### src/verilog/scl_pkg.sv
`default_nettype none
// ----------------------------------------------------------------------------
// shared constants of the count logger
// ----------------------------------------------------------------------------
package scl_pkg;
	// channel layout
	localparam int NCH = 8; // counter channels captured per record
	localparam int CW = 32; // bits per counter channel
	localparam int AW = 14; // record address width
	localparam logic [13:0] ADDR_MAX = 14'h270F; // last record slot
	// register byte offsets
	localparam logic [7:0] OFF_CMD = 8'h00; // write-only command strobes
	localparam logic [7:0] OFF_MODE = 8'h04; // recording mode code
	localparam logic [7:0] OFF_STATUS = 8'h08; // acquisition status
	localparam logic [7:0] OFF_CUR = 8'h0C; // current record address
	localparam logic [7:0] OFF_END = 8'h10; // end record address
	localparam logic [7:0] OFF_ON = 8'h14; // pacer on duration, us
	localparam logic [7:0] OFF_OFF = 8'h18; // pacer off duration, us
	localparam logic [7:0] OFF_POL = 8'h1C; // gate polarity
	// command bit positions
	localparam int CMD_ACCUM = 0; // select accumulation recording
	localparam int CMD_DIFF = 1; // select difference recording
	localparam int CMD_GATE = 2; // gate level start
	localparam int CMD_EDGE = 3; // gate edge start
	localparam int CMD_PACER = 4; // pacer start
	localparam int CMD_STOP = 5; // stop acquisition in any mode
	// recording mode answer codes, three ascii letters
	localparam logic [23:0] RAW_MODE_CODE = 24'h46554C;
	localparam logic [23:0] INCREMENT_MODE_CODE = 24'h444946;
	// status field layout and codes
	localparam int STAT_CONV_BIT = 4; // hex conversion in progress
	localparam logic [1:0] STAT_OFF = 2'h0; // no acquisition
	localparam logic [1:0] STAT_GATE = 2'h1; // gate level mode
	localparam logic [1:0] STAT_TIMER = 2'h2; // timer gate mode
	localparam logic [1:0] STAT_EDGE = 2'h3; // gate edge mode
	// values after reset
	localparam logic [13:0] CUR_RST = 14'h0000;
	localparam logic [13:0] END_RST = 14'h270F;
	localparam logic [31:0] ON_RST = 32'h00004E20;
	localparam logic [31:0] OFF_RST = 32'h00004E20;
	localparam logic POL_RST = 1'b1; // active high gate
	// timing
	localparam int CLK_NS = 8; // clock period
	localparam int US_NS = 1000; // one microsecond
	localparam int CYC_PER_US = US_NS / CLK_NS;
	localparam int OFF_ZERO_NS = 200; // off time for a zero setting
	localparam int OFF_ZERO_CYC = OFF_ZERO_NS / CLK_NS;
	localparam int FAST_MIN_NS = 1000000; // 1 ms
	localparam int FAST_MAX_NS = 10000000; // 10 ms
	localparam int CONV_NS = 1000000; // background conversion time
	localparam int IVW = 21; // interval counter width
	// acquisition states, gray along idle-gate-timer and edge path
	typedef enum logic [2:0] {
		SCL_IDLE = 3'h0,
		SCL_GATE = 3'h1,
		SCL_TIMER = 3'h3,
		SCL_EDGE_WAIT = 3'h2,
		SCL_EDGE_RUN = 3'h6
	} scl_state_e;
endpackage
`default_nettype wire

### src/verilog/scl_logger.sv
// Added by the designer: the register addresses and register access over Wishbone.
`default_nettype none
module scl_logger #(
	parameter int FAST_MIN_CYC = scl_pkg::FAST_MIN_NS / scl_pkg::CLK_NS,
	parameter int FAST_MAX_CYC = scl_pkg::FAST_MAX_NS / scl_pkg::CLK_NS,
	parameter int CONV_CYC = scl_pkg::CONV_NS / scl_pkg::CLK_NS
) (
	input wire logic clk_i,
	input wire logic rst_i,
	input wire logic wb_cyc_i,
	input wire logic wb_stb_i,
	input wire logic wb_we_i,
	input wire logic [7:0] wb_adr_i,
	input wire logic [3:0] wb_sel_i,
	input wire logic [31:0] wb_dat_i,
	output logic [31:0] wb_dat_o,
	output logic wb_ack_o,
	input wire logic gate_i,
	input wire logic [scl_pkg::NCH*scl_pkg::CW-1:0] cnt_i,
	output logic count_en_o,
	output logic rec_we_o,
	output logic [scl_pkg::AW-1:0] rec_addr_o,
	output logic [scl_pkg::NCH*scl_pkg::CW-1:0] rec_data_o
);
	// ----------------------------------------------------------------------------
	// declarations
	// ----------------------------------------------------------------------------
	localparam int IVW_L = scl_pkg::IVW; // interval counter width, declared before its use
	scl_pkg::scl_state_e state_r; // acquisition state
	scl_pkg::scl_state_e state_nxt; // next acquisition state
	logic diff_r; // difference recording selected
	logic pol_r; // gate active high when set
	logic [13:0] cur_r; // current record address
	logic [13:0] end_r; // end record address
	logic [31:0] on_us_r; // pacer on time
	logic [31:0] off_us_r; // pacer off time
	logic wb_req; // new bus request
	logic wb_wr; // register write this cycle
	logic [31:0] wmask; // byte lane mask
	logic [5:0] cmd; // command strobes
	logic gate_act; // gate after polarity
	logic gate_q_r; // gate one cycle ago
	logic gate_fall; // falling edge of active gate
	logic pacer_on; // pacer on phase
	logic pacer_end; // end of pacer on phase
	logic capture; // write a record this cycle
	logic start_any; // any start command
	logic count_en_nxt; // next counter enable
	logic [IVW_L-1:0] ival_r; // cycles since last capture
	logic fast_r; // a capture came in the fast band
	logic [31:0] conv_r; // conversion cycles remaining
	logic [1:0] stat_mode; // status mode code
	logic [31:0] rd_nxt; // read data mux
	logic [scl_pkg::CW-1:0] prev_r [scl_pkg::NCH]; // counts at previous capture
	logic [scl_pkg::CW-1:0] rec_r [scl_pkg::NCH]; // record being written

	// ----------------------------------------------------------------------------
	// wishbone slave, one wait-free answer a cycle after the request
	// ----------------------------------------------------------------------------
	assign wb_req = wb_cyc_i && wb_stb_i && !wb_ack_o;
	assign wb_wr = wb_req && wb_we_i;
	assign wmask = {{8{wb_sel_i[3]}}, {8{wb_sel_i[2]}}, {8{wb_sel_i[1]}}, {8{wb_sel_i[0]}}};
	// command strobes exist only for a write to the command word
	assign cmd = (wb_wr && wb_adr_i == scl_pkg::OFF_CMD) ? 6'(wb_dat_i & wmask) : 6'h00;
	assign start_any = cmd[scl_pkg::CMD_GATE] || cmd[scl_pkg::CMD_EDGE] ||
		cmd[scl_pkg::CMD_PACER];

	// ack drops in the cycle after it was given
	always_ff @(posedge clk_i) begin
		if (rst_i) begin
			wb_ack_o <= 1'b0;
		end else begin
			wb_ack_o <= wb_req;
		end
	end

	// status mode code from state
	always_comb begin
		unique case (state_r)
			scl_pkg::SCL_GATE: stat_mode = scl_pkg::STAT_GATE;
			scl_pkg::SCL_TIMER: stat_mode = scl_pkg::STAT_TIMER;
			scl_pkg::SCL_EDGE_WAIT, scl_pkg::SCL_EDGE_RUN: stat_mode = scl_pkg::STAT_EDGE;
			default: stat_mode = scl_pkg::STAT_OFF;
		endcase
	end

	// read mux, unmapped offsets read zero
	always_comb begin
		rd_nxt = 32'h0;
		unique case (wb_adr_i)
			scl_pkg::OFF_MODE: rd_nxt = {8'h00, diff_r ? scl_pkg::INCREMENT_MODE_CODE :
				scl_pkg::RAW_MODE_CODE};
			scl_pkg::OFF_STATUS: begin
				rd_nxt[1:0] = stat_mode;
				rd_nxt[scl_pkg::STAT_CONV_BIT] = (conv_r != 32'h0);
			end
			scl_pkg::OFF_CUR: rd_nxt = {18'h0, cur_r};
			scl_pkg::OFF_END: rd_nxt = {18'h0, end_r};
			scl_pkg::OFF_ON: rd_nxt = on_us_r;
			scl_pkg::OFF_OFF: rd_nxt = off_us_r;
			scl_pkg::OFF_POL: rd_nxt = {31'h0, pol_r};
			default: rd_nxt = 32'h0;
		endcase
	end

	// read data register
	always_ff @(posedge clk_i) begin
		if (rst_i) begin
			wb_dat_o <= 32'h0;
		end else if (wb_req && !wb_we_i) begin
			wb_dat_o <= rd_nxt;
		end
	end

	// ----------------------------------------------------------------------------
	// configuration registers
	// ----------------------------------------------------------------------------
	// recording mode select
	always_ff @(posedge clk_i) begin
		if (rst_i) begin
			diff_r <= 1'b0;
		end else if (cmd[scl_pkg::CMD_DIFF]) begin
			diff_r <= 1'b1;
		end else if (cmd[scl_pkg::CMD_ACCUM]) begin
			diff_r <= 1'b0;
		end
	end

	// pacer durations and gate polarity
	always_ff @(posedge clk_i) begin
		if (rst_i) begin
			on_us_r <= scl_pkg::ON_RST;
			off_us_r <= scl_pkg::OFF_RST;
			pol_r <= scl_pkg::POL_RST;
		end else if (wb_wr) begin
			if (wb_adr_i == scl_pkg::OFF_ON) begin
				on_us_r <= (on_us_r & ~wmask) | (wb_dat_i & wmask);
			end
			if (wb_adr_i == scl_pkg::OFF_OFF) begin
				off_us_r <= (off_us_r & ~wmask) | (wb_dat_i & wmask);
			end
			if (wb_adr_i == scl_pkg::OFF_POL && wb_sel_i[0]) begin
				pol_r <= wb_dat_i[0];
			end
		end
	end

	// end address, clamped to the last slot
	always_ff @(posedge clk_i) begin
		if (rst_i) begin
			end_r <= scl_pkg::END_RST;
		end else if (wb_wr && wb_adr_i == scl_pkg::OFF_END && wb_sel_i[1:0] == 2'h3) begin
			end_r <= (wb_dat_i[13:0] > scl_pkg::ADDR_MAX) ? scl_pkg::ADDR_MAX :
				wb_dat_i[13:0];
		end
	end

	// current address: host write, or one step per record
	always_ff @(posedge clk_i) begin
		if (rst_i) begin
			cur_r <= scl_pkg::CUR_RST;
		end else if (capture) begin
			cur_r <= cur_r + 14'h0001;
		end else if (wb_wr && wb_adr_i == scl_pkg::OFF_CUR && wb_sel_i[1:0] == 2'h3) begin
			cur_r <= (wb_dat_i[13:0] > scl_pkg::ADDR_MAX) ? scl_pkg::ADDR_MAX :
				wb_dat_i[13:0];
		end
	end

	// ----------------------------------------------------------------------------
	// gate conditioning and pacer
	// ----------------------------------------------------------------------------
	assign gate_act = pol_r ? gate_i : !gate_i;
	assign gate_fall = gate_q_r && !gate_act;

	// previous gate level for edge detection
	always_ff @(posedge clk_i) begin
		if (rst_i) begin
			gate_q_r <= 1'b0;
		end else begin
			gate_q_r <= gate_act;
		end
	end

	// internal pacing clock runs only in timer mode
	scl_pacer u_pacer (
		.clk_i(clk_i),
		.rst_i(rst_i),
		.run_i(state_r == scl_pkg::SCL_TIMER),
		.on_us_i(on_us_r),
		.off_us_i(off_us_r),
		.on_o(pacer_on),
		.end_on_o(pacer_end)
	);

	// ----------------------------------------------------------------------------
	// acquisition state machine
	// ----------------------------------------------------------------------------
	// record instants per mode
	always_comb begin
		unique case (state_r)
			scl_pkg::SCL_GATE: capture = gate_fall;
			scl_pkg::SCL_EDGE_RUN: capture = gate_fall;
			scl_pkg::SCL_TIMER: capture = pacer_end;
			default: capture = 1'b0;
		endcase
		if (cmd[scl_pkg::CMD_STOP] || start_any) begin
			capture = 1'b0;
		end
	end

	// next state
	always_comb begin
		state_nxt = state_r;
		if (cmd[scl_pkg::CMD_STOP]) begin
			state_nxt = scl_pkg::SCL_IDLE;
		end else if (cmd[scl_pkg::CMD_GATE]) begin
			state_nxt = scl_pkg::SCL_GATE;
		end else if (cmd[scl_pkg::CMD_EDGE]) begin
			state_nxt = scl_pkg::SCL_EDGE_WAIT;
		end else if (cmd[scl_pkg::CMD_PACER]) begin
			state_nxt = scl_pkg::SCL_TIMER;
		end else if (state_r == scl_pkg::SCL_EDGE_WAIT && gate_fall) begin
			state_nxt = scl_pkg::SCL_EDGE_RUN;
		end else if (capture && (cur_r == end_r || cur_r >= scl_pkg::ADDR_MAX)) begin
			state_nxt = scl_pkg::SCL_IDLE;
		end
	end

	// counter enable for the next state
	always_comb begin
		unique case (state_nxt)
			scl_pkg::SCL_GATE: count_en_nxt = gate_act;
			scl_pkg::SCL_EDGE_RUN: count_en_nxt = 1'b1;
			scl_pkg::SCL_TIMER: count_en_nxt = pacer_on && gate_act;
			default: count_en_nxt = 1'b0;
		endcase
	end

	// state and counter enable registers
	always_ff @(posedge clk_i) begin
		if (rst_i) begin
			state_r <= scl_pkg::SCL_IDLE;
			count_en_o <= 1'b0;
		end else begin
			state_r <= state_nxt;
			count_en_o <= count_en_nxt;
		end
	end

	// ----------------------------------------------------------------------------
	// record write port
	// ----------------------------------------------------------------------------
	always_ff @(posedge clk_i) begin
		if (rst_i) begin
			rec_we_o <= 1'b0;
			rec_addr_o <= 14'h0000;
		end else begin
			rec_we_o <= capture;
			if (capture) begin
				rec_addr_o <= cur_r;
			end
		end
	end

	// per channel capture and difference
	for (genvar g = 0; g < scl_pkg::NCH; g++) begin : g_ch
		always_ff @(posedge clk_i) begin
			if (rst_i) begin
				prev_r[g] <= 32'h0;
			end else if (start_any || capture) begin
				prev_r[g] <= cnt_i[g*scl_pkg::CW +: scl_pkg::CW];
			end
		end
		always_ff @(posedge clk_i) begin
			if (rst_i) begin
				rec_r[g] <= 32'h0;
			end else if (capture) begin
				rec_r[g] <= diff_r ? cnt_i[g*scl_pkg::CW +: scl_pkg::CW] - prev_r[g] :
					cnt_i[g*scl_pkg::CW +: scl_pkg::CW];
			end
		end
		assign rec_data_o[g*scl_pkg::CW +: scl_pkg::CW] = rec_r[g];
	end

	// ----------------------------------------------------------------------------
	// background conversion status
	// ----------------------------------------------------------------------------
	// capture interval, saturating
	always_ff @(posedge clk_i) begin
		if (rst_i || start_any || capture) begin
			ival_r <= '0;
		end else if (ival_r != {IVW_L{1'b1}}) begin
			ival_r <= ival_r + 1'b1;
		end
	end

	// remember whether any capture fell in the fast band
	always_ff @(posedge clk_i) begin
		if (rst_i || start_any) begin
			fast_r <= 1'b0;
		end else if (capture && ival_r >= IVW_L'(FAST_MIN_CYC) &&
			ival_r < IVW_L'(FAST_MAX_CYC)) begin
			fast_r <= 1'b1;
		end
	end

	// conversion runs on after a fast acquisition ends
	always_ff @(posedge clk_i) begin
		if (rst_i || start_any) begin
			conv_r <= 32'h0;
		end else if (state_r != scl_pkg::SCL_IDLE && state_nxt == scl_pkg::SCL_IDLE &&
			(fast_r || capture && ival_r >= IVW_L'(FAST_MIN_CYC) &&
			ival_r < IVW_L'(FAST_MAX_CYC))) begin
			conv_r <= 32'(CONV_CYC);
		end else if (conv_r != 32'h0) begin
			conv_r <= conv_r - 32'h1;
		end
	end
endmodule
`default_nettype wire

### src/verilog/scl_pacer.sv
`default_nettype none
// ----------------------------------------------------------------------------
// internal on/off pacing clock in microsecond steps
// ----------------------------------------------------------------------------
module scl_pacer (
	input wire logic clk_i,
	input wire logic rst_i,
	input wire logic run_i,
	input wire logic [31:0] on_us_i,
	input wire logic [31:0] off_us_i,
	output logic on_o,
	output logic end_on_o
);
	logic [6:0] cyc_r; // cycles within one microsecond
	logic [31:0] us_r; // microseconds elapsed in phase
	logic us_tick; // last cycle of a microsecond
	logic on_done; // on phase complete
	logic off_done; // off phase complete

	assign us_tick = (cyc_r == 7'(scl_pkg::CYC_PER_US - 1));
	// a zero on setting acts as one microsecond
	assign on_done = us_tick && ((us_r + 32'h1) >= on_us_i);
	// zero off setting gives the short fixed off time
	assign off_done = (off_us_i == 32'h0) ? (cyc_r == 7'(scl_pkg::OFF_ZERO_CYC - 1)) :
		(us_tick && ((us_r + 32'h1) >= off_us_i));

	// ----------------------------------------------------------------------------
	// phase and counters
	// ----------------------------------------------------------------------------
	always_ff @(posedge clk_i) begin
		if (rst_i || !run_i) begin
			// idle: restart with a fresh on phase
			on_o <= 1'b0;
			end_on_o <= 1'b0;
			cyc_r <= 7'h00;
			us_r <= 32'h0;
		end else if (!on_o) begin
			end_on_o <= 1'b0;
			if (off_done || (us_r == 32'h0 && cyc_r == 7'h00 && !end_on_o)) begin
				// off finished, or first entry after run: open on phase
				on_o <= 1'b1;
				cyc_r <= 7'h00;
				us_r <= 32'h0;
			end else begin
				cyc_r <= us_tick ? 7'h00 : cyc_r + 7'h01;
				us_r <= us_tick ? us_r + 32'h1 : us_r;
			end
		end else if (on_done) begin
			// on finished: close and flag the capture
			on_o <= 1'b0;
			end_on_o <= 1'b1;
			// off phase counts from zero so it lasts the full time; end_on_o masks the entry test
			cyc_r <= 7'h00;
			us_r <= 32'h0;
		end else begin
			end_on_o <= 1'b0;
			cyc_r <= us_tick ? 7'h00 : cyc_r + 7'h01;
			us_r <= us_tick ? us_r + 32'h1 : us_r;
		end
	end
endmodule
`default_nettype wire

### config.mk
export PLATFORM = sky130hd
export DESIGN_NAME = scl_logger
export DESIGN_NICKNAME = d
export VERILOG_FILES = /design/src/verilog/scl_pkg.sv /design/src/verilog/scl_logger.sv /design/src/verilog/scl_pacer.sv
export SDC_FILE = /design/constraint.sdc
export NUM_CORES = 2
export LEC_CHECK = 0
export BUFFER_PORTS_ARGS = -buffer_cell sky130_fd_sc_hd__clkbuf_2
export CORE_UTILIZATION = 30
export DETAILED_ROUTE_END_ITERATION = 16
export PLACE_DENSITY = 0.58
export SLEW_MARGIN = 20
export SYNTH_ARGS = -nofsm -noshare
export SYNTH_HDL_FRONTEND = slang
export SYNTH_HIERARCHICAL = 1
export SYNTH_SLANG_ARGS = --single-unit
### constraint.sdc
create_clock -name clk_i -period 14.2 [get_ports clk_i]
set_input_delay 2.13 -clock clk_i [delete_from_list [all_inputs] [get_ports clk_i]]
set_output_delay 2.13 -clock clk_i [all_outputs]
set_load 0.02 [all_outputs]
After elaboration in Yosys (flattened, before gate mapping)
Memory sizes are Yosys's and may differ from the RTL's.
Cells that the tools add are included.
- equal/unequal tests: 19
- add/subtract/negate cells: 13
- $lt $le $gt $ge: 6
- mux-type cells: 69
- bitwise gates (word level): 23
- reduce and logical (&&, ||, !) cells: 55
- operators with widths (operator ; count):
    32-bit two-way mux ; 28
    32-bit subtractor ; 8
    27-bit case mux with 5 select lines ; 1
    32-bit bitwise AND ; 3
    32-bit greater-or-equal comparator ; 2
    32-bit zero test ; 2
    32-bit OR ; 2
    14-bit two-way mux ; 3
    17-bit two-way mux ; 2
    32-bit by 1-bit adder with 32-bit output, second input constant ; 1
    8-bit by 5-bit equality test with 1-bit output, second input constant ; 4
    32-bit NOT ; 1
    32-bit nonzero test ; 1
    32-bit by 1-bit subtractor with 32-bit output, second input constant ; 1
    7-bit two-way mux ; 4
    1-bit logical AND ; 22
    21-bit by 1-bit adder with 21-bit output, second input constant ; 1
    21-bit by 17-bit greater-or-equal comparator with 1-bit output, second input constant ; 1
    21-bit < comparator, second input constant ; 1
    21-bit inequality test, second input constant ; 1
    18-bit two-way mux ; 1
    3-bit two-way mux ; 6
    1-bit two-way mux ; 17
    8-bit by 4-bit equality test with 1-bit output, second input constant ; 2
    30 further kinds ; 70
- input port bits: 306
- word-level logic and storage cells: 208
- memories: 2
- output and inout port bits: 305
- flip-flop bits (word level): 242
- RAM bits: 512
- memories (memory ; words ; bits a word ; read ports ; clocked after memory_dff ; wr ports ; line ; RTL):
    prev_r ; 8 ; 32 ; 8 ; 0 ; 8 ; scl_logger.sv:54 ; logic [scl_pkg::CW-1:0] prev_r [scl_pkg::NCH];
    rec_r ; 8 ; 32 ; 8 ; 0 ; 8 ; scl_logger.sv:55 ; logic [scl_pkg::CW-1:0] rec_r [scl_pkg::NCH];

Depth between registers and ports, before layout
- depth in word-level cells: 20
- gate-level depth with buffers: 15
- mapped depth without buffers: 14

Modules after synthesis
The synthesis kept the hierarchy.
- by module, submodules not included (module ; seq. area each (um^2) ; area an instance (um^2) ; times used ; cells each):
    scl_logger ; 19398.6 ; 41919.0 ; 1 ; 4339
    scl_pacer ; 820.8 ; 4291.6 ; 1 ; 547

Least setup slack after synthesis
OpenSTA, ideal clock, no wires.
- path kind: input to register
- from: input wb_adr_i[3]
- to: memory prev_r[0][0] (netlist bit), enable pin
- data arrival time: 10563 ps
- setup slack: 2916 ps
- stages on the path: 8
- buffers on the path: 3
- data required time: 13480 ps
- setup time: 720 ps
- cell sequence: nor4_2 > and4_1 > buf_2 > o21a_1 > or2_2 > clkbuf_1 > nand2b_1 > buf_1
- RTL lines (item ; line ; RTL):
    from (decl) ; scl_logger.sv:13 ; input wire logic [7:0] wb_adr_i,
    to (decl) ; scl_logger.sv:54 ;

==> impl_metrics.prom <==
# TYPE chip_impl_metric gauge
chip_impl_metric{name="die_width",unit="um"} 394.5
chip_impl_metric{name="io_pins",unit=""} 611
chip_impl_metric{name="number_of_max_capacitance_violations_reported",unit=""} 0
chip_impl_metric{name="critical_path_required",unit="ps"} 14640
chip_impl_metric{name="floorplan.rows",unit=""} 143
chip_impl_metric{name="synth.yosys.seq_area_share",unit="%"} 43.75
chip_impl_metric{name="r2r_setup_slack",unit="ps"} 9020
chip_impl_metric{name="final.hold.worst_slack",unit="ps"} 457.2
chip_impl_metric{name="dr.first_iter.drc_count",unit=""} 2705
chip_impl_metric{name="met2WireLength",unit="um"} 67480
chip_impl_info{name="cp-start-kind",value="input port"} 1
chip_impl_metric{name="first_global_vias",unit=""} 36210
chip_impl_metric{name="synthesis.instances",unit=""} 4886
chip_impl_metric{name="hold_violations",unit=""} 0
chip_impl_metric{name="clock_tree.htree_level_count",unit=""} 3
chip_impl_metric{name="final-setup-viol-count",unit=""} 0
chip_impl_metric{name="cts_inserted_buffers",unit=""} 91
chip_impl_metric{name="synth_edf_count",unit=""} 512
chip_impl_info{name="worst_setup_path_endpoint",value="rec_r[0][123]$_SDFFCE_PN0P_"} 1
chip_impl_metric{name="clock_latency",unit="ps"} 710
chip_impl_metric{name="synthDistinctLibCells",unit=""} 90
chip_impl_info{name="clock_tree_from_tritoncts",value="done"} 1
chip_impl_metric{name="max-clock-path-buffers",unit=""} 3
chip_impl_metric{name="clock-skew-final",unit="ps"} 53.93
chip_impl_metric{name="clkSlewWorstSetupHoldPaths",unit="ps"} 60
chip_impl_metric{name="met1Wirelength",unit="um"} 65690
chip_impl_metric{name="grt_usage",unit="%"} 18.51
chip_impl_metric{name="synth_top_area_share",unit="%"} 33.27
chip_impl_metric{name="avgViaCountPerCell",unit=""} 5.060
chip_impl_metric{name="timing_worst_slew_pin_value",unit="ps"} 1095
chip_impl_metric{name="slew_viol_final",unit=""} 0
chip_impl_metric{name="postRouteWirelength",unit="um"} 149300
chip_impl_metric{name="drt_pass1_iterations",unit=""} 6
chip_impl_metric{name="wire_length_of_the_first_global_routing_pass",unit="um"} 223200
chip_impl_info{name="worst-setup-path-type",value="in2reg"} 1
chip_impl_info{name="worst_hold_path_type",value="reg2reg"} 1
chip_impl_info{name="route.top_layer_used",value="met5"} 1
chip_impl_metric{name="post-cts-setup-buffers",unit=""} 0
chip_impl_metric{name="initial_core_util",unit="%"} 30.31
chip_impl_metric{name="sequential_area",unit="sq um"} 20220
chip_impl_metric{name="async_reset_ff_share",unit="%"} 0
chip_impl_metric{name="cts_resized",unit=""} 0
chip_impl_metric{name="synth.avg_cell_area",unit="sq um"} 9.458
chip_impl_metric{name="dp_cells",unit=""} 7356
chip_impl_metric{name="post_synth_instance_area",unit="sq um"} 46210
chip_impl_metric{name="worst_ep_arrival",unit="ps"} 6570
chip_impl_metric{name="worstPathMaxFanout",unit=""} 76
chip_impl_metric{name="count_of_non_filler_cells_in_the_finished_layout",unit=""} 7538
chip_impl_metric{name="static-leakage-power",unit="nW"} 22.87
chip_impl_metric{name="r2r.worst_path.cells",unit=""} 15
chip_impl_metric{name="syn_nets",unit=""} 5520
chip_impl_metric{name="final_layout_size_suffix_gt1_share",unit="%"} 15.51
chip_impl_metric{name="grt_max_degree",unit=""} 155
chip_impl_metric{name="grt_antenna_before_repair",unit=""} 38
chip_impl_metric{name="die_height",unit="um"} 394.5
chip_impl_metric{name="die_area",unit="sq um"} 155600
chip_impl_metric{name="gpl.final_weighted_congestion",unit=""} 0.9030
chip_impl_metric{name="period_minus_slack",unit="ps"} 6124
chip_impl_metric{name="antenna_left",unit=""} 0
chip_impl_info{name="cts.root.buffer_cell",value="sky130_fd_sc_hd__clkbuf_16"} 1
chip_impl_metric{name="io_buffers",unit=""} 610
chip_impl_info{name="rsz_0062_raised_after_global_routing",value="no"} 1
chip_impl_metric{name="vdd.ir_drop.worst",unit="uV"} 88.04
chip_impl_metric{name="post-route-drc-count",unit=""} 0
chip_impl_metric{name="areaGrowthSynthToFinish",unit="%"} 17.91
chip_impl_info{name="r2r-start",value="u_pacer/us_r[0]$_SDFF_PP0_"} 1
chip_impl_metric{name="sum_of_met3_wire_segment_lengths_after_detailed_routing",unit="um"} 11930
chip_impl_info{name="post_synth_main_area_contributors",value="sky130_fd_sc_hd__edfxtp_1 (33%), sky130_fd_sc_hd__dfxtp_1 (10%), sky130_fd_sc_hd__ha_1 (8.7%)"} 1
chip_impl_metric{name="pwr_density_cell",unit="nW/um^2"} 110.5
chip_impl_metric{name="totalNegativeSetupSlack",unit="ps"} 0
chip_impl_metric{name="clock.fmax",unit="GHz"} 0.1633
chip_impl_metric{name="finish.net_count",unit=""} 6053
chip_impl_info{name="yosysTopAreaCell",value="sky130_fd_sc_hd__edfxtp_1"} 1
chip_impl_metric{name="ys.warnings.count",unit=""} 6
chip_impl_metric{name="timing.final.crit_share",unit="%"} 43.13
chip_impl_metric{name="vias",unit=""} 38140
chip_impl_metric{name="dpl.hpwl",unit="um"} 111000
chip_impl_metric{name="post-route-util",unit="%"} 35.74
chip_impl_info{name="regToRegEndpoint",value="u_pacer/us_r[1]$_SDFF_PP0_"} 1
chip_impl_metric{name="overflow",unit=""} 0
chip_impl_metric{name="multi_input_gate_area_in_the_final_layout",unit="sq um"} 23800
chip_impl_info{name="outcome",value="complete, no violations"} 1
chip_impl_info{name="postSynth.topFlopCell",value="sky130_fd_sc_hd__edfxtp_1"} 1
chip_impl_info{name="leading_cell_type_by_number_of_instances_after_synthesis",value="sky130_fd_sc_hd__nor2_1"} 1
chip_impl_metric{name="route.detailed.wl_per_inst",unit="um"} 19.81
chip_impl_metric{name="timing.slew.headroom",unit="%"} 26.97
chip_impl_info{name="ys_top_cells_by_count",value="sky130_fd_sc_hd__nor2_1 (541), sky130_fd_sc_hd__edfxtp_1 (512), sky130_fd_sc_hd__inv_1 (388)"} 1
chip_impl_info{name="timing.critical_path.from",value="wb_adr_i[3]"} 1
chip_impl_metric{name="cts.hold.buffers_added",unit=""} 0
chip_impl_metric{name="floorplan.core_area",unit="sq um"} 152400
chip_impl_metric{name="nFillCells",unit=""} 15590
chip_impl_metric{name="clock_sinks",unit=""} 754
chip_impl_metric{name="ys_ff_latch",unit=""} 754
chip_impl_info{name="setup.worst_path.end_class",value="flop"} 1
==> state kept, by name, summed over array words and instances (netlist names), 3 cells and up, named ones only <==
| signal | count |
|---|---|
| u_pacer/cyc_r | 7 |
| end_r | 14 |
| u_pacer/us_r | 32 |
| ival_r | 21 |
| cur_r | 14 |
| rec_addr_o | 14 |
| prev_r | 256 |
| state_r | 3 |
| conv_r | 32 |
| wb_dat_o | 32 |
| rec_r | 256 |
==> routing by layer <==
metal  vias to the layer above  global-route usage [%]
li1                      18410                       -
met1                     18210                   24.58
met2                      1256                   29.35
met3                       232                   4.707
met4                        32                   5.738
met5                         -                       0
==> worst max-delay path, stage by stage <==
cell and delay [ps]:
sky130_fd_sc_hd__clkbuf_2 120, sky130_fd_sc_hd__nor4_2 570, sky130_fd_sc_hd__and4_1 510, sky130_fd_sc_hd__nand2_1 130, sky130_fd_sc_hd__and2_1 240, sky130_fd_sc_hd__nand2b_4 290
sky130_fd_sc_hd__buf_4 590, sky130_fd_sc_hd__buf_4 700, sky130_fd_sc_hd__buf_4 790, sky130_fd_sc_hd__nor2_1 120, sky130_fd_sc_hd__a22o_1 210
==> how the worst min path moves through the flow <==
stage | start | to | slack [ps] | depth (start not counted)
final | rec_addr_o[4]$_SDFFE_PP0P_ | rec_addr_o[4]$_SDFFE_PP0P_ | 460 | 2
after global routing | rec_addr_o[4]$_SDFFE_PP0P_ | rec_addr_o[4]$_SDFFE_PP0P_ | 470 | 2
after CTS | rec_addr_o[3]$_SDFFE_PP0P_ | rec_addr_o[3]$_SDFFE_PP0P_ | 460 | 2
after detailed placement | rec_addr_o[3]$_SDFFE_PP0P_ | rec_addr_o[3]$_SDFFE_PP0P_ | 450 | 2
after global placement | u_pacer/cyc_r[0]$_SDFF_PP0_ | u_pacer/cyc_r[0]$_SDFF_PP0_ | 450 | 1
after floorplan | fast_r$_SDFFE_PP0P_ | fast_r$_SDFFE_PP0P_ | 420 | 2
==> area by class of cell <==
| cell class | count | area share (%) |
|---|---|---|
| inverters | 389 | 2.689 |
| well taps | 2030 | 4.661 |
| clock inverters | 61 | 1.318 |
| diodes | 13 | 0.05970 |
| multi-input cells | 3542 | 43.68 |
| clock buffers | 108 | 4.388 |
| repair buffers | 641 | 6.087 |
| flip-flops and latches | 754 | 37.11 |
==> metrics by stage <==
stage	area (sq um)	power (W)	worst slack, ps
6_report	54490	0.006020	8076
5_1_grt	54480	0.006288	7833
4_1_cts	54460	0.006080	8087
3_5_place_dp	51350	0.003603	7305
3_3_place_gp	51350	0.003591	7368
2_1_floorplan	46210	0.003328	2916
==> logic make-up after synthesis <==
logic type	Yosys count	share of synthesized area, %
buf+inv	590	4.876
compound gates	1005	14.33
simple gates	1719	18.31
flops	754	43.75
fa+ha+maj	328	9.011
xor+xnor	332	6.292
mux	158	3.428
==> report_power, final <==
| part | internal (W) | switching (W) | total, W | leakage, nW |
|---|---|---|---|---|
| Clock | 0.00143 | 0.00102 | 0.00246 | 1.51 |
| Combinational | 0.000434 | 0.000629 | 0.00106 | 14.2 |
| Sequential | 0.00244 | 0.0000625 | 0.00250 | 7.19 |
| Total | 0.00430 | 0.00172 | 0.00602 | 22.9 |
==> cells in the final DEF, fill, tap and decap left out, types with 41 or more instances in the layout <==
cell                        count
sky130_fd_sc_hd__edfxtp_1     512
sky130_fd_sc_hd__clkbuf_2     609
sky130_fd_sc_hd__clkbuf_16     91
sky130_fd_sc_hd__xor2_1       131
sky130_fd_sc_hd__o21a_1        49
sky130_fd_sc_hd__a211oi_1      53
sky130_fd_sc_hd__nand3_1      101
sky130_fd_sc_hd__nor4_1        60
sky130_fd_sc_hd__a21o_1       133
sky130_fd_sc_hd__a21oi_1      327
sky130_fd_sc_hd__mux2i_1      156
sky130_fd_sc_hd__nand2_1      357
sky130_fd_sc_hd__and3_1        41
sky130_fd_sc_hd__nor2b_1       43
sky130_fd_sc_hd__nand4_1       54
sky130_fd_sc_hd__inv_1        387
sky130_fd_sc_hd__nor3_1       112
sky130_fd_sc_hd__ha_1         320
sky130_fd_sc_hd__dfxtp_1      241
sky130_fd_sc_hd__xnor2_1      201
sky130_fd_sc_hd__nor2_1       538
sky130_fd_sc_hd__nand2b_1      42
sky130_fd_sc_hd__and2_1       272
sky130_fd_sc_hd__o21ai_0      146
Note: power is estimated with default switching activity, not from simulation.
